$ cat src/core/pcm_pkg.sv
// What this block does
// - Counter two event from control bits 26-31
// - Code zero holds counter value
// - Cycles and dispatched instructions counted
// - Completed instructions add zero to four
// - Timebase bit transitions, selectable bit
// - Cycles with load miss outstanding
// - Data cache fills and itlb misses
// - Branches completed, two-bit coded increment
// - Reservations obtained, mfspr dispatched counted
// - icbi counted regardless of hit
// - Pipeline flushing operations counted
// - Branch, simple, complex unit results
// - Dispatches to branch, simple, complex units
// - Completed loads add zero to four
// - Snoop hits counted
// - Threshold irq samples exact instruction
// - Other irq samples last completed instruction
// - Threshold irq samples operand address
// - Sample registers supervisor SPR 955, 959
// - Samples held after irq for software
// - Irq pending until external enable set
// - Signal enable cleared when irq signalled
// - Irq on control, counter msb, enable
package pcm_pkg;
  // ----------------------------------------
  // Special register numbers
  // ----------------------------------------
  localparam logic [9:0] SPR_CTRL = 10'h03b8;
  localparam logic [9:0] SPR_CNT2 = 10'h03ba;
  localparam logic [9:0] SPR_SAMP_INST = 10'h03bb;
  localparam logic [9:0] SPR_SAMP_OPER = 10'h03bf;
  // ----------------------------------------
  // Control word fields (bit 0 is the msb)
  // ----------------------------------------
  localparam int CTRL_SIGEN_POS = 31 - 5;
  localparam int SEL2_LSB = 31 - 31;
  localparam int SEL2_MSB = 31 - 26;
  localparam logic [31:0] CTRL_RESET = 32'h0000_0000;
  localparam logic [31:0] CNT_RESET = 32'h0000_0000;
  localparam logic [31:0] SAMPLE_RESET = 32'h0000_0000;
  // ----------------------------------------
  // Timebase bit positions (lsb-0 of 64-bit timebase)
  // ----------------------------------------
  localparam int TB_BIT0 = 63 - 47;
  localparam int TB_BIT1 = 63 - 51;
  localparam int TB_BIT2 = 63 - 55;
  localparam int TB_BIT3 = 63 - 63;
  // ----------------------------------------
  // Event select codes for counter two
  // ----------------------------------------
  typedef enum logic [5:0] {
    EV_NONE = 6'h00, EV_CYCLES = 6'h01, EV_COMPLETED = 6'h02, EV_TB_TRANS = 6'h03,
    EV_DISPATCHED = 6'h04, EV_LOAD_MISS_CYC = 6'h05, EV_DCACHE_FILL = 6'h06, EV_ITLB_MISS = 6'h07,
    EV_BRANCHES = 6'h08, EV_RESERVE = 6'h09, EV_MFSPR = 6'h0a, EV_ICBI = 6'h0b,
    EV_FLUSH = 6'h0c, EV_BU_RESULT = 6'h0d, EV_SIU_RESULT = 6'h0e, EV_CIU_RESULT = 6'h0f,
    EV_BU_DISP = 6'h10, EV_SIU_DISP = 6'h11, EV_LOADS = 6'h12, EV_CIU_DISP = 6'h13,
    EV_SNOOP_HIT = 6'h14
  } pcm_event_type;
  localparam logic [2:0] MAX_FOUR = 3'h4;
endpackage

$ cat src/core/pcm_counter_two.sv
`timescale 1ns/1ps
module pcm_counter_two
  import pcm_pkg::*;
(
  // Clock and reset
  input wire logic mclk,
  input wire logic sys_rst,
  // Special register access
  input wire logic spr_wr,
  input wire logic spr_rd,
  input wire logic supervisor,
  input wire logic [9:0] spr_num,
  input wire logic [31:0] spr_wdata,
  // Counting qualifiers and interrupt controls
  input wire logic count_enable,
  input wire logic cnt2_int_control,
  input wire logic ext_irq_enable,
  // Event inputs from the core
  input wire logic [63:0] timebase,
  input wire logic [1:0] timebase_bit_select,
  input wire logic [2:0] completed_count,
  input wire logic [2:0] dispatched_count,
  input wire logic load_miss_pending,
  input wire logic dcache_fill,
  input wire logic itlb_miss,
  input wire logic [1:0] branch_completed_code,
  input wire logic reserve_obtained,
  input wire logic mfspr_dispatched,
  input wire logic icbi_seen,
  input wire logic flush_op,
  input wire logic bu_result,
  input wire logic siu_result,
  input wire logic ciu_result,
  input wire logic bu_dispatch,
  input wire logic siu_dispatch,
  input wire logic ciu_dispatch,
  input wire logic [2:0] loads_completed,
  input wire logic snoop_hit,
  // Sample sources
  input wire logic threshold_event,
  input wire logic [31:0] threshold_inst_ea,
  input wire logic [31:0] threshold_data_ea,
  input wire logic [31:0] last_completed_ea,
  input wire logic [31:0] current_data_ea,
  // Results
  output logic [31:0] spr_rdata,
  output logic spr_ack,
  output logic [31:0] monitor_control_word,
  output logic [31:0] event_counter_two,
  output logic perf_monitor_irq,
  output logic irq_take
);
  // ----------------------------------------
  // Event decode
  // ----------------------------------------
  // Clamp a 0..4 count; illegal codes above four add nothing
  function automatic logic [2:0] clamp_four(input logic [2:0] v);
    clamp_four = (v > MAX_FOUR) ? 3'h0 : v;
  endfunction

  logic [31:0] sampled_instruction_address;
  logic [31:0] sampled_operand_address;
  logic tb_prev;
  logic tb_bit;
  logic [2:0] incr;
  logic irq_fire;
  logic [31:0] next_ctrl;
  logic [31:0] next_cnt;
  logic next_pending;
  logic next_take;
  logic next_tb_prev;
  logic [31:0] next_rdata;
  logic next_ack;
  logic [5:0] sel2;

  assign sel2 = monitor_control_word[SEL2_MSB:SEL2_LSB];

  // Timebase tap picked by the select setting
  always_comb begin
    unique case (timebase_bit_select)
      2'd0: tb_bit = timebase[TB_BIT0];
      2'd1: tb_bit = timebase[TB_BIT1];
      2'd2: tb_bit = timebase[TB_BIT2];
      2'd3: tb_bit = timebase[TB_BIT3];
    endcase
  end

  // Per-cycle occurrence count; unknown codes count nothing
  always_comb begin
    incr = 3'h0;
    case (sel2)
      EV_NONE: incr = 3'h0;
      EV_CYCLES: incr = 3'h1;
      EV_COMPLETED: incr = clamp_four(completed_count);
      EV_TB_TRANS: incr = {2'b00, tb_bit ^ tb_prev};
      EV_DISPATCHED: incr = clamp_four(dispatched_count);
      EV_LOAD_MISS_CYC: incr = {2'b00, load_miss_pending};
      EV_DCACHE_FILL: incr = {2'b00, dcache_fill};
      EV_ITLB_MISS: incr = {2'b00, itlb_miss};
      // Code 01 is never produced, so it adds nothing
      EV_BRANCHES: incr = branch_completed_code[1] ? {2'b00, 1'b1} + {2'b00, branch_completed_code[0]} : 3'h0;
      EV_RESERVE: incr = {2'b00, reserve_obtained};
      EV_MFSPR: incr = {2'b00, mfspr_dispatched};
      EV_ICBI: incr = {2'b00, icbi_seen};
      EV_FLUSH: incr = {2'b00, flush_op};
      EV_BU_RESULT: incr = {2'b00, bu_result};
      EV_SIU_RESULT: incr = {2'b00, siu_result};
      EV_CIU_RESULT: incr = {2'b00, ciu_result};
      EV_BU_DISP: incr = {2'b00, bu_dispatch};
      EV_SIU_DISP: incr = {2'b00, siu_dispatch};
      EV_CIU_DISP: incr = {2'b00, ciu_dispatch};
      EV_LOADS: incr = clamp_four(loads_completed);
      EV_SNOOP_HIT: incr = {2'b00, snoop_hit};
      default: incr = 3'h0;
    endcase
  end

  // ----------------------------------------
  // Interrupt signalling
  // ----------------------------------------
  assign irq_fire = cnt2_int_control & event_counter_two[31] & monitor_control_word[CTRL_SIGEN_POS];

  // Next values of control, counter, pending and read port
  always_comb begin
    next_ctrl = monitor_control_word;
    next_cnt = event_counter_two;
    next_pending = perf_monitor_irq;
    next_rdata = spr_rdata;
    next_ack = 1'b0;
    next_tb_prev = tb_bit;
    if (spr_wr && supervisor && spr_num == SPR_CTRL) next_ctrl = spr_wdata;
    // Hardware clear wins over a software write in the same cycle
    if (irq_fire) next_ctrl[CTRL_SIGEN_POS] = 1'b0;
    if (spr_wr && supervisor && spr_num == SPR_CNT2) begin
      next_cnt = spr_wdata;
    end else if (count_enable) begin
      next_cnt = event_counter_two + {29'h0, incr};
    end
    if (irq_fire) next_pending = 1'b1;
    else if (irq_take) next_pending = 1'b0;
    // Pending stays until the external enable lets it be taken
    next_take = perf_monitor_irq & ext_irq_enable & ~irq_take;
    if (spr_rd && supervisor) begin
      next_ack = 1'b1;
      unique case (spr_num)
        SPR_CTRL: next_rdata = monitor_control_word;
        SPR_CNT2: next_rdata = event_counter_two;
        SPR_SAMP_INST: next_rdata = sampled_instruction_address;
        SPR_SAMP_OPER: next_rdata = sampled_operand_address;
        default: next_rdata = 32'h0000_0000;
      endcase
    end
  end

  always_ff @(posedge mclk) begin
    if (sys_rst) begin
      monitor_control_word <= CTRL_RESET;
      event_counter_two <= CNT_RESET;
      perf_monitor_irq <= 1'b0;
      irq_take <= 1'b0;
      tb_prev <= 1'b0;
      spr_rdata <= 32'h0000_0000;
      spr_ack <= 1'b0;
    end else begin
      monitor_control_word <= next_ctrl;
      event_counter_two <= next_cnt;
      perf_monitor_irq <= next_pending;
      irq_take <= next_take;
      tb_prev <= next_tb_prev;
      spr_rdata <= next_rdata;
      spr_ack <= next_ack;
    end
  end

  // ----------------------------------------
  // Sample registers
  // ----------------------------------------
  pcm_sample_regs u_samples (
    .mclk(mclk),
    .sys_rst(sys_rst),
    .capture(irq_fire),
    .cap_inst(threshold_event ? threshold_inst_ea : last_completed_ea),
    .cap_data(threshold_event ? threshold_data_ea : current_data_ea),
    .wr_inst(spr_wr && supervisor && spr_num == SPR_SAMP_INST),
    .wr_oper(spr_wr && supervisor && spr_num == SPR_SAMP_OPER),
    .wr_data(spr_wdata),
    .sampled_instruction_address(sampled_instruction_address),
    .sampled_operand_address(sampled_operand_address)
  );

  // ----------------------------------------
  // Checks
  // ----------------------------------------
  chk_hold_none: assert property (@(posedge mclk) disable iff (sys_rst)
    (sel2 == EV_NONE && !spr_wr) |=> $stable(event_counter_two))
    else $error("counter moved with no event selected");
  chk_cycle_count: assert property (@(posedge mclk) disable iff (sys_rst)
    (sel2 == EV_CYCLES && count_enable && !spr_wr) |=> event_counter_two == $past(event_counter_two) + 32'h1)
    else $error("cycle count did not advance by one");
  chk_sigen_clear: assert property (@(posedge mclk) disable iff (sys_rst)
    irq_fire |=> !monitor_control_word[CTRL_SIGEN_POS])
    else $error("signal enable not cleared");
  chk_irq_pending: assert property (@(posedge mclk) disable iff (sys_rst)
    irq_fire |=> perf_monitor_irq)
    else $error("irq not pending after signal");
  chk_masked_hold: assert property (@(posedge mclk) disable iff (sys_rst)
    (perf_monitor_irq && !ext_irq_enable && !irq_take) |=> !irq_take && perf_monitor_irq)
    else $error("masked irq taken or lost");
  chk_sample_inst: assert property (@(posedge mclk) disable iff (sys_rst)
    (irq_fire && threshold_event) |=> sampled_instruction_address == $past(threshold_inst_ea))
    else $error("threshold instruction address not sampled");
  chk_sample_last: assert property (@(posedge mclk) disable iff (sys_rst)
    (irq_fire && !threshold_event) |=> sampled_instruction_address == $past(last_completed_ea))
    else $error("last completed address not sampled");
  chk_sample_data: assert property (@(posedge mclk) disable iff (sys_rst)
    (irq_fire && threshold_event) |=> sampled_operand_address == $past(threshold_data_ea))
    else $error("operand address not sampled");
  chk_branch_two: assert property (@(posedge mclk) disable iff (sys_rst)
    (sel2 == EV_BRANCHES && count_enable && !spr_wr && branch_completed_code == 2'b11)
    |=> event_counter_two == $past(event_counter_two) + 32'h2)
    else $error("two branches not added");
endmodule

$ cat src/core/pcm_sample_regs.sv
`timescale 1ns/1ps
module pcm_sample_regs
  import pcm_pkg::*;
(
  // Clock and reset
  input wire logic mclk,
  input wire logic sys_rst,
  // Capture from irq signalling
  input wire logic capture,
  input wire logic [31:0] cap_inst,
  input wire logic [31:0] cap_data,
  // Software write
  input wire logic wr_inst,
  input wire logic wr_oper,
  input wire logic [31:0] wr_data,
  // Held samples
  output logic [31:0] sampled_instruction_address,
  output logic [31:0] sampled_operand_address
);
  logic [31:0] next_inst_sample;
  logic [31:0] next_oper_sample;

  // Capture beats a software write in the same cycle, so the sample stays meaningful
  always_comb begin
    next_inst_sample = sampled_instruction_address;
    next_oper_sample = sampled_operand_address;
    if (capture) begin
      next_inst_sample = cap_inst;
      next_oper_sample = cap_data;
    end else begin
      if (wr_inst) next_inst_sample = wr_data;
      if (wr_oper) next_oper_sample = wr_data;
    end
  end

  // Values stay until the next signalled irq or software write
  always_ff @(posedge mclk) begin
    if (sys_rst) begin
      sampled_instruction_address <= SAMPLE_RESET;
      sampled_operand_address <= SAMPLE_RESET;
    end else begin
      sampled_instruction_address <= next_inst_sample;
      sampled_operand_address <= next_oper_sample;
    end
  end
endmodule
$ cat config.mk
export PLATFORM = sky130hd
export DESIGN_NAME = pcm_counter_two
export DESIGN_NICKNAME = d
export VERILOG_FILES = /design/src/core/pcm_pkg.sv /design/src/core/pcm_counter_two.sv /design/src/core/pcm_sample_regs.sv
export SDC_FILE = /design/constraint.sdc
export NUM_CORES = 1
export LEC_CHECK = 0
export ABC_AREA = 0
export BUFFER_PORTS_ARGS = -buffer_cell sky130_fd_sc_hd__buf_2
export CORE_ASPECT_RATIO = 1.75
export CORE_MARGIN = 8
export CORE_UTILIZATION = 48
export DETAILED_ROUTE_END_ITERATION = 8
export PLACE_DENSITY = 0.81
export SLEW_MARGIN = 20
export SYNTH_ARGS = -nofsm -noshare
export SYNTH_HDL_FRONTEND = slang
export SYNTH_SLANG_ARGS = --single-unit
$ cat constraint.sdc
create_clock -name mclk -period 3.6 [get_ports mclk]
set_input_delay 0.36 -clock mclk [delete_from_list [all_inputs] [get_ports mclk]]
set_output_delay 0.36 -clock mclk [all_outputs]
set_load 0.03 [all_outputs]
Word-level counts from Yosys, hierarchy flattened
Index checks and enable logic that the tools add are counted.
W data, S select, Z words.
- add/sub/neg operators: 2
- multiply operators: 0
- div/mod/pow operators: 0
- order comparisons: 3
- eq/ne operators: 27
- shifts and indexed selects: 0
- multiplexer cells: 18
- bitwise gates (word level): 6
- reduce and logical (&&, ||, !) cells: 12
- operators with widths (cell ; count):
    $mux W32 ; 8
    $pmux W32 S4 ; 1
    $pmux W3 S20 ; 1
    $eq A6 B4 Y1 const B ; 8
    $eq A10 B10 Y1 const B ; 4
    $add A32 B3 Y32 ; 1
    $eq A6 B5 Y1 const B ; 5
    $eq A6 B3 Y1 const B ; 4
    $eq A6 B2 Y1 const B ; 2
    $gt A3 B3 Y1 const B ; 3
    $mux W3 ; 3
    $reduce_bool A2 Y1 ; 4
    $eq A6 B1 Y1 const B ; 1
    $logic_and A1 B1 Y1 ; 6
    $and A1 B1 Y1 ; 4
    $eq A2 B2 Y1 const B ; 2
    $pmux W1 S4 ; 1
    $mux W1 ; 3
    $add A1 B1 Y2 const A ; 1
    $eq A2 B1 Y1 const B ; 1
    $logic_not A2 Y1 ; 1
    $mux W2 ; 1
    $reduce_or A2 Y1 ; 1
    $not A1 Y1 ; 1
    $xor A1 B1 Y1 ; 1
- bits in registers: 164
- bits in latches: 0
- RAM bits: 0
- ROM bits: 0
- input bits: 270
- output and inout port bits: 99
- logic and storage cells: 78
- memories kept: 0

Depth between registers and ports, before layout
- depth in word-level cells: 7
- gate-level depth with buffers: 16
- mapped depth without buffers: 15

Modules after synthesis
Synthesis repeated with hierarchy kept, for this count alone.
- cells, all modules: 1035
- area total of the unflattened synthesis: 9625.5 um^2
- modules (own cells, without submodules) (module ; times used ; cells each ; area each (um^2) ; seq. area each (um^2)):
    pcm_counter_two ; 1 ; 750 ; 6396.1 ; 2001.9
    pcm_sample_regs ; 1 ; 285 ; 3229.3 ; 1281.2

Least setup slack after synthesis
OpenSTA, ideal clock, no wires.
- path type: register to register
- from: reg monitor_control_word[1]
- to: reg event_counter_two[14]
- setup time: 0.086 ns
- data arrival time: 3.348 ns
- data required time: 3.514 ns
- path slack: 0.166 ns
- cell stages (with the launch flop): 15
- buffers on the path: 1
- cells stage by stage: dfxtp_1 -> clkbuf_1 -> nor2b_1 -> a32oi_1 -> o32a_1 -> o311ai_0 -> ha_1 -> inv_1 -> fa_1 -> nor2b_1 -> o21a_1 -> nand3_1 -> or2_2 -> xor2_1 -> a211oi_1
- longest elaborated chain between the ends: 5
- elaborated cells on any way between the ends: 24
- those cells by class: 1 x add/sub; 20 x eq/ne; 3 x mux
- ends and longest elaborated chain (element ; RTL line ; source):
    from (decl) ; pcm_counter_two.sv:48 ; output logic [31:0] monitor_control_word,
    from (signal assigned) ; pcm_counter_two.sv:165 ; monitor_control_word <= next_ctrl;
    $eq A6 B5 Y1, or another cell as far along ; pcm_counter_two.sv:91 ; case (sel2)
    $pmux W3 S20 * ; pcm_counter_two.sv:91 ;
    $add A32 B3 Y32 * ; pcm_counter_two.sv:137 ; next_cnt = event_counter_two + {29'h0, incr};
    $mux W32 * ; pcm_counter_two.sv:136 ; end else if (count_enable) begin
    $mux W32 * ; pcm_counter_two.sv:134 ; if (spr_wr && supervisor && spr_num == SPR_CNT2) begin
    to (signal assigned) ; pcm_counter_two.sv:166 ; event_counter_two <= next_cnt;
    to (decl) ; pcm_counter_two.sv:49 ; output logic [31:0] event_counter_two,
Every way passes the cells marked *; elsewhere a longest branch is shown, timed or not. The select of a mux whose other input is x is not followed.
A chain may end at the register's enable or synchronous reset.

Worst setup path after layout
- from: reg monitor_control_word[1]
- to: reg event_counter_two[28]
The elaborated chain is that of the path after synthesis.

==> results.sh <==
export IMPL_synth_edff_count=0
export IMPL_io_buffers=308
export IMPL_r2r_cells=16
export IMPL_synthTopCellsByCount="nor2_1 (228), dfxtp_1 (164), a21oi_1 (102)"
export IMPL_fp_coreArea_mm2=0.0175
export IMPL_antenna_left=0
export IMPL_synth_top_cell_area_share=0.384
export IMPL_grt_usage=0.252
export IMPL_placed_area_mm2=0.0103
export IMPL_synth_area_leaders="dfxtp_1 (38%), mux2i_1 (12%), nor2_1 (10%), a211oi_1 (7.6%), a21oi_1 (6.0%)"
export IMPL_synth_most_common_cell="nor2_1"
export IMPL_grt_pass1_wl_um=45100
export IMPL_io_pins=369
export IMPL_ir_drop_mv=0.303
export IMPL_gp_congestion=0.856
export IMPL_p_total_w=0.00394
export IMPL_overflow=0
export IMPL_period_minus_slack_ps=3330
export IMPL_antenna_found_initial=2
export IMPL_yosysWarnings=0
export IMPL_worstPathMaxFanout=8
export IMPL_synthArstFlopShare=0
export IMPL_vias=8864
export IMPL_fill_cells=1599
export IMPL_relSlewSlack=0.212
export IMPL_worstSetupPathType="reg -> reg"
export IMPL_dieArea_mm2=0.0225
export IMPL_fp_dieH_um=193
export IMPL_drc=0
export IMPL_syn_area_per_cell_um2=8.46
export IMPL_dpl_cell_count=1481
export IMPL_power_frac_clock=0.455
export IMPL_setup_viol=0
export IMPL_fp_row_count=64
export IMPL_hold_class="in -> reg"
export IMPL_slew_violations=0
export IMPL_netSwitchingPower_w=0.00105
export IMPL_grt_pass1_vias=9073
export IMPL_final_util=0.621
export IMPL_max_cap_violations=0
export IMPL_status="finished clean"
export IMPL_synthesis_area_mm2=0.00855
export IMPL_syn_instance_count=1011
export IMPL_power_density_mw_per_mm2=363
export IMPL_post_route_period_util=0.926
export IMPL_worstPathRequired_ps=3950
export IMPL_grt_setup_unrepaired="false"
export IMPL_r2r_start="monitor_control_word[1]"
export IMPL_cts_sinks=164
export IMPL_design_area_mm2=0.0108
export IMPL_timing_fmax_mhz=300
export IMPL_insertion_delay_ps=430
export IMPL_swShare=0.266
export IMPL_hpwl_um=21100
export IMPL_clk_pin_slew_ps=70
export IMPL_drive_gt1_frac=0.317
export IMPL_worstSetupStartpointType="flip-flop"
export IMPL_worstHoldPathCells=3
export IMPL_clock_skew_ps=18.1
export IMPL_synth_cell_types=56
export IMPL_wl_per_cell_um=19.2
export IMPL_seq_power_share=0.461
export IMPL_hp_start="spr_wdata[27]"
export IMPL_drt_iter0_drc=723
export IMPL_yosysTopAreaCell="dfxtp_1"
export IMPL_layout_cells_non_filler=1515
export IMPL_fin_tns_setup_ps=0
export IMPL_power_frac_comb=0.084
export IMPL_reg2reg_to="event_counter_two[28]"
export IMPL_syn_to_final_growth_pct=26.7
export IMPL_fin_nets=1543
export IMPL_p_leak_nw=4.63
export IMPL_min_to="event_counter_two[27]"
export IMPL_syn_num_nets=1285
export IMPL_seq_area_frac_synth=0.384
export IMPL_h_tree_depth=4
export IMPL_cts_tree="built"
export IMPL_clockBufferDepth=2
export IMPL_arrival_ps=3680
export IMPL_first_pass_iters=8
export IMPL_wirelength_um=29100
export IMPL_die_w_um=117
export IMPL_grt_max_degree=85
export IMPL_rrSetupSlack_ps=270
export IMPL_hold_viol_final=0
export IMPL_synth_seq_cells=164
export IMPL_cp_end_kind="flip-flop"
export IMPL_vias_per_cell=5.85
export IMPL_p_int_w=0.00289
export IMPL_worstMarginPinSlew_ps=1180
export IMPL_ys_flop_type="dfxtp_1"
export IMPL_start_util=0.490
export IMPL_root_buffer="clkbuf_16"
export IMPL_cts_buffers=17
-- cell type report --
| class | count | area, µm² | area share |
|---|---|---|---|
| Multi-Input combinational cell | 752 | 4950 | 0.457 |
| Sequential cell | 164 | 3290 | 0.303 |
| Timing Repair Buffer | 324 | 1690 | 0.156 |
| Clock buffer | 17 | 425 | 0.0392 |
| Tap cell | 231 | 289 | 0.0267 |
| Clock inverter | 15 | 151 | 0.0140 |
| Inverter | 10 | 37.5 | 0.00346 |
| Antenna cell | 2 | 5.00 | 0.000462 |
-- kinds of logic (layout without fill, tap and decap cells) --
family                     after synthesis  after routing  synth area share
adders and majority gates                4              4           0.00673
buffers and inverters                   95            366            0.0440
muxes                                  135            135             0.164
and+or+nand+nor                        334            334             0.174
DFF                                    164            164             0.384
xor gates and xnor gates                27             27            0.0276
other                                    0              2                 0
AOI/OAI and AO/OA                      252            252             0.200
-- power groups by stage --
stage          Clock (W)  Sequential [W]  Combinational, W
4_1_cts          0.00181         0.00182          0.000328
3_3_place_gp           0         0.00186          0.000320
3_5_place_dp           0         0.00186          0.000327
5_1_grt          0.00189         0.00182          0.000355
2_1_floorplan          0         0.00186          0.000148
6_report         0.00179         0.00182          0.000329
-- metrics by stage --
stage	hold slack (ps)	setup WS [ps]
floorplan	456	166
global placement	429	133
detailed placement	440	64.5
CTS	175	44.5
global route	186	28.3
finish	186	268
-- worst max-delay path by stage --
stage / slack [ps] / cells past startpoint / end / start
4_1_cts: 40 / 14 / event_counter_two[28] / monitor_control_word[0]
6_report: 270 / 16 / event_counter_two[28] / monitor_control_word[1]
2_1_floorplan: 170 / 14 / event_counter_two[14] / monitor_control_word[1]
3_3_place_gp: 130 / 14 / event_counter_two[28] / timebase_bit_select[1]
3_5_place_dp: 60 / 14 / event_counter_two[28] / monitor_control_word[0]
5_1_grt: 30 / 16 / event_counter_two[28] / monitor_control_word[1]
-- flip-flops by register name, summed over array words and instances (netlist names) --
register and flops:
spr_rdata 32, perf_monitor_irq 1, monitor_control_word 32, irq_take 1, u_samples.sampled_instruction_address 32, event_counter_two 32, u_samples.sampled_operand_address 32, spr_ack 1
tb_prev 1
-- worst max-delay path, cell delays in order, from the launching register on --
cell	delay [ps]
dfxtp_1	390
buf_4	190
nor3_1	200
nand3b_1	100
o311ai_0	100
o211a_1	180
a31oi_1	40
o311ai_1	130
ha_1	250
inv_1	60
fa_1	410
nor2b_2	160
buf_4	130
o211ai_1	210
or4_1	470
a21o_1	180
o21ai_0	50
-- cell usage in the layout, fill, tap and decap left out, types with 3 or more instances in the layout --
cell type | Yosys | final
buf_2 | 4 | 306
nor2_1 | 228 | 228
dfxtp_1 | 164 | 162
mux2i_1 | 101 | 101
a21oi_1 | 102 | 101
a211oi_1 | 87 | 87
mux2_2 | 33 | 33
a222oi_1 | 32 | 32
nand2_1 | 22 | 22
clkbuf_16 | 0 | 17
buf_4 | 4 | 16
nand3_1 | 15 | 15
xor2_1 | 14 | 14
xnor2_1 | 13 | 13
nand4_1 | 11 | 11
inv_1 | 10 | 10
nor3_1 | 8 | 8
o21ai_0 | 8 | 8
and3_1 | 8 | 6
inv_6 | 0 | 6
nor4_1 | 5 | 5
nand3b_1 | 5 | 5
and4_1 | 5 | 5
inv_8 | 0 | 5
nand2b_1 | 4 | 4
or3_1 | 4 | 4
a31oi_1 | 3 | 3
o211ai_1 | 3 | 3
ha_1 | 3 | 3
-- per-layer routing --
| layer | wire length (µm) | GRT usage | part of all wire |
|---|---|---|---|
| met2 | 15400 | 0.456 | 0.53 |
| met5 | 0 | 0 | 0 |
| met4 | 909 | 0.128 | 0.031 |
| met1 | 10900 | 0.270 | 0.37 |
| met3 | 1890 | 0.0470 | 0.065 |
-- repair_timing --
action,in CTS,in global routing
hold endpoints to repair,0,0
hold buffers,0,0
gates resized for setup,0,4
setup endpoints to repair,0,10
buffers inserted,0,0
Power figures use the tool's default switching activity.
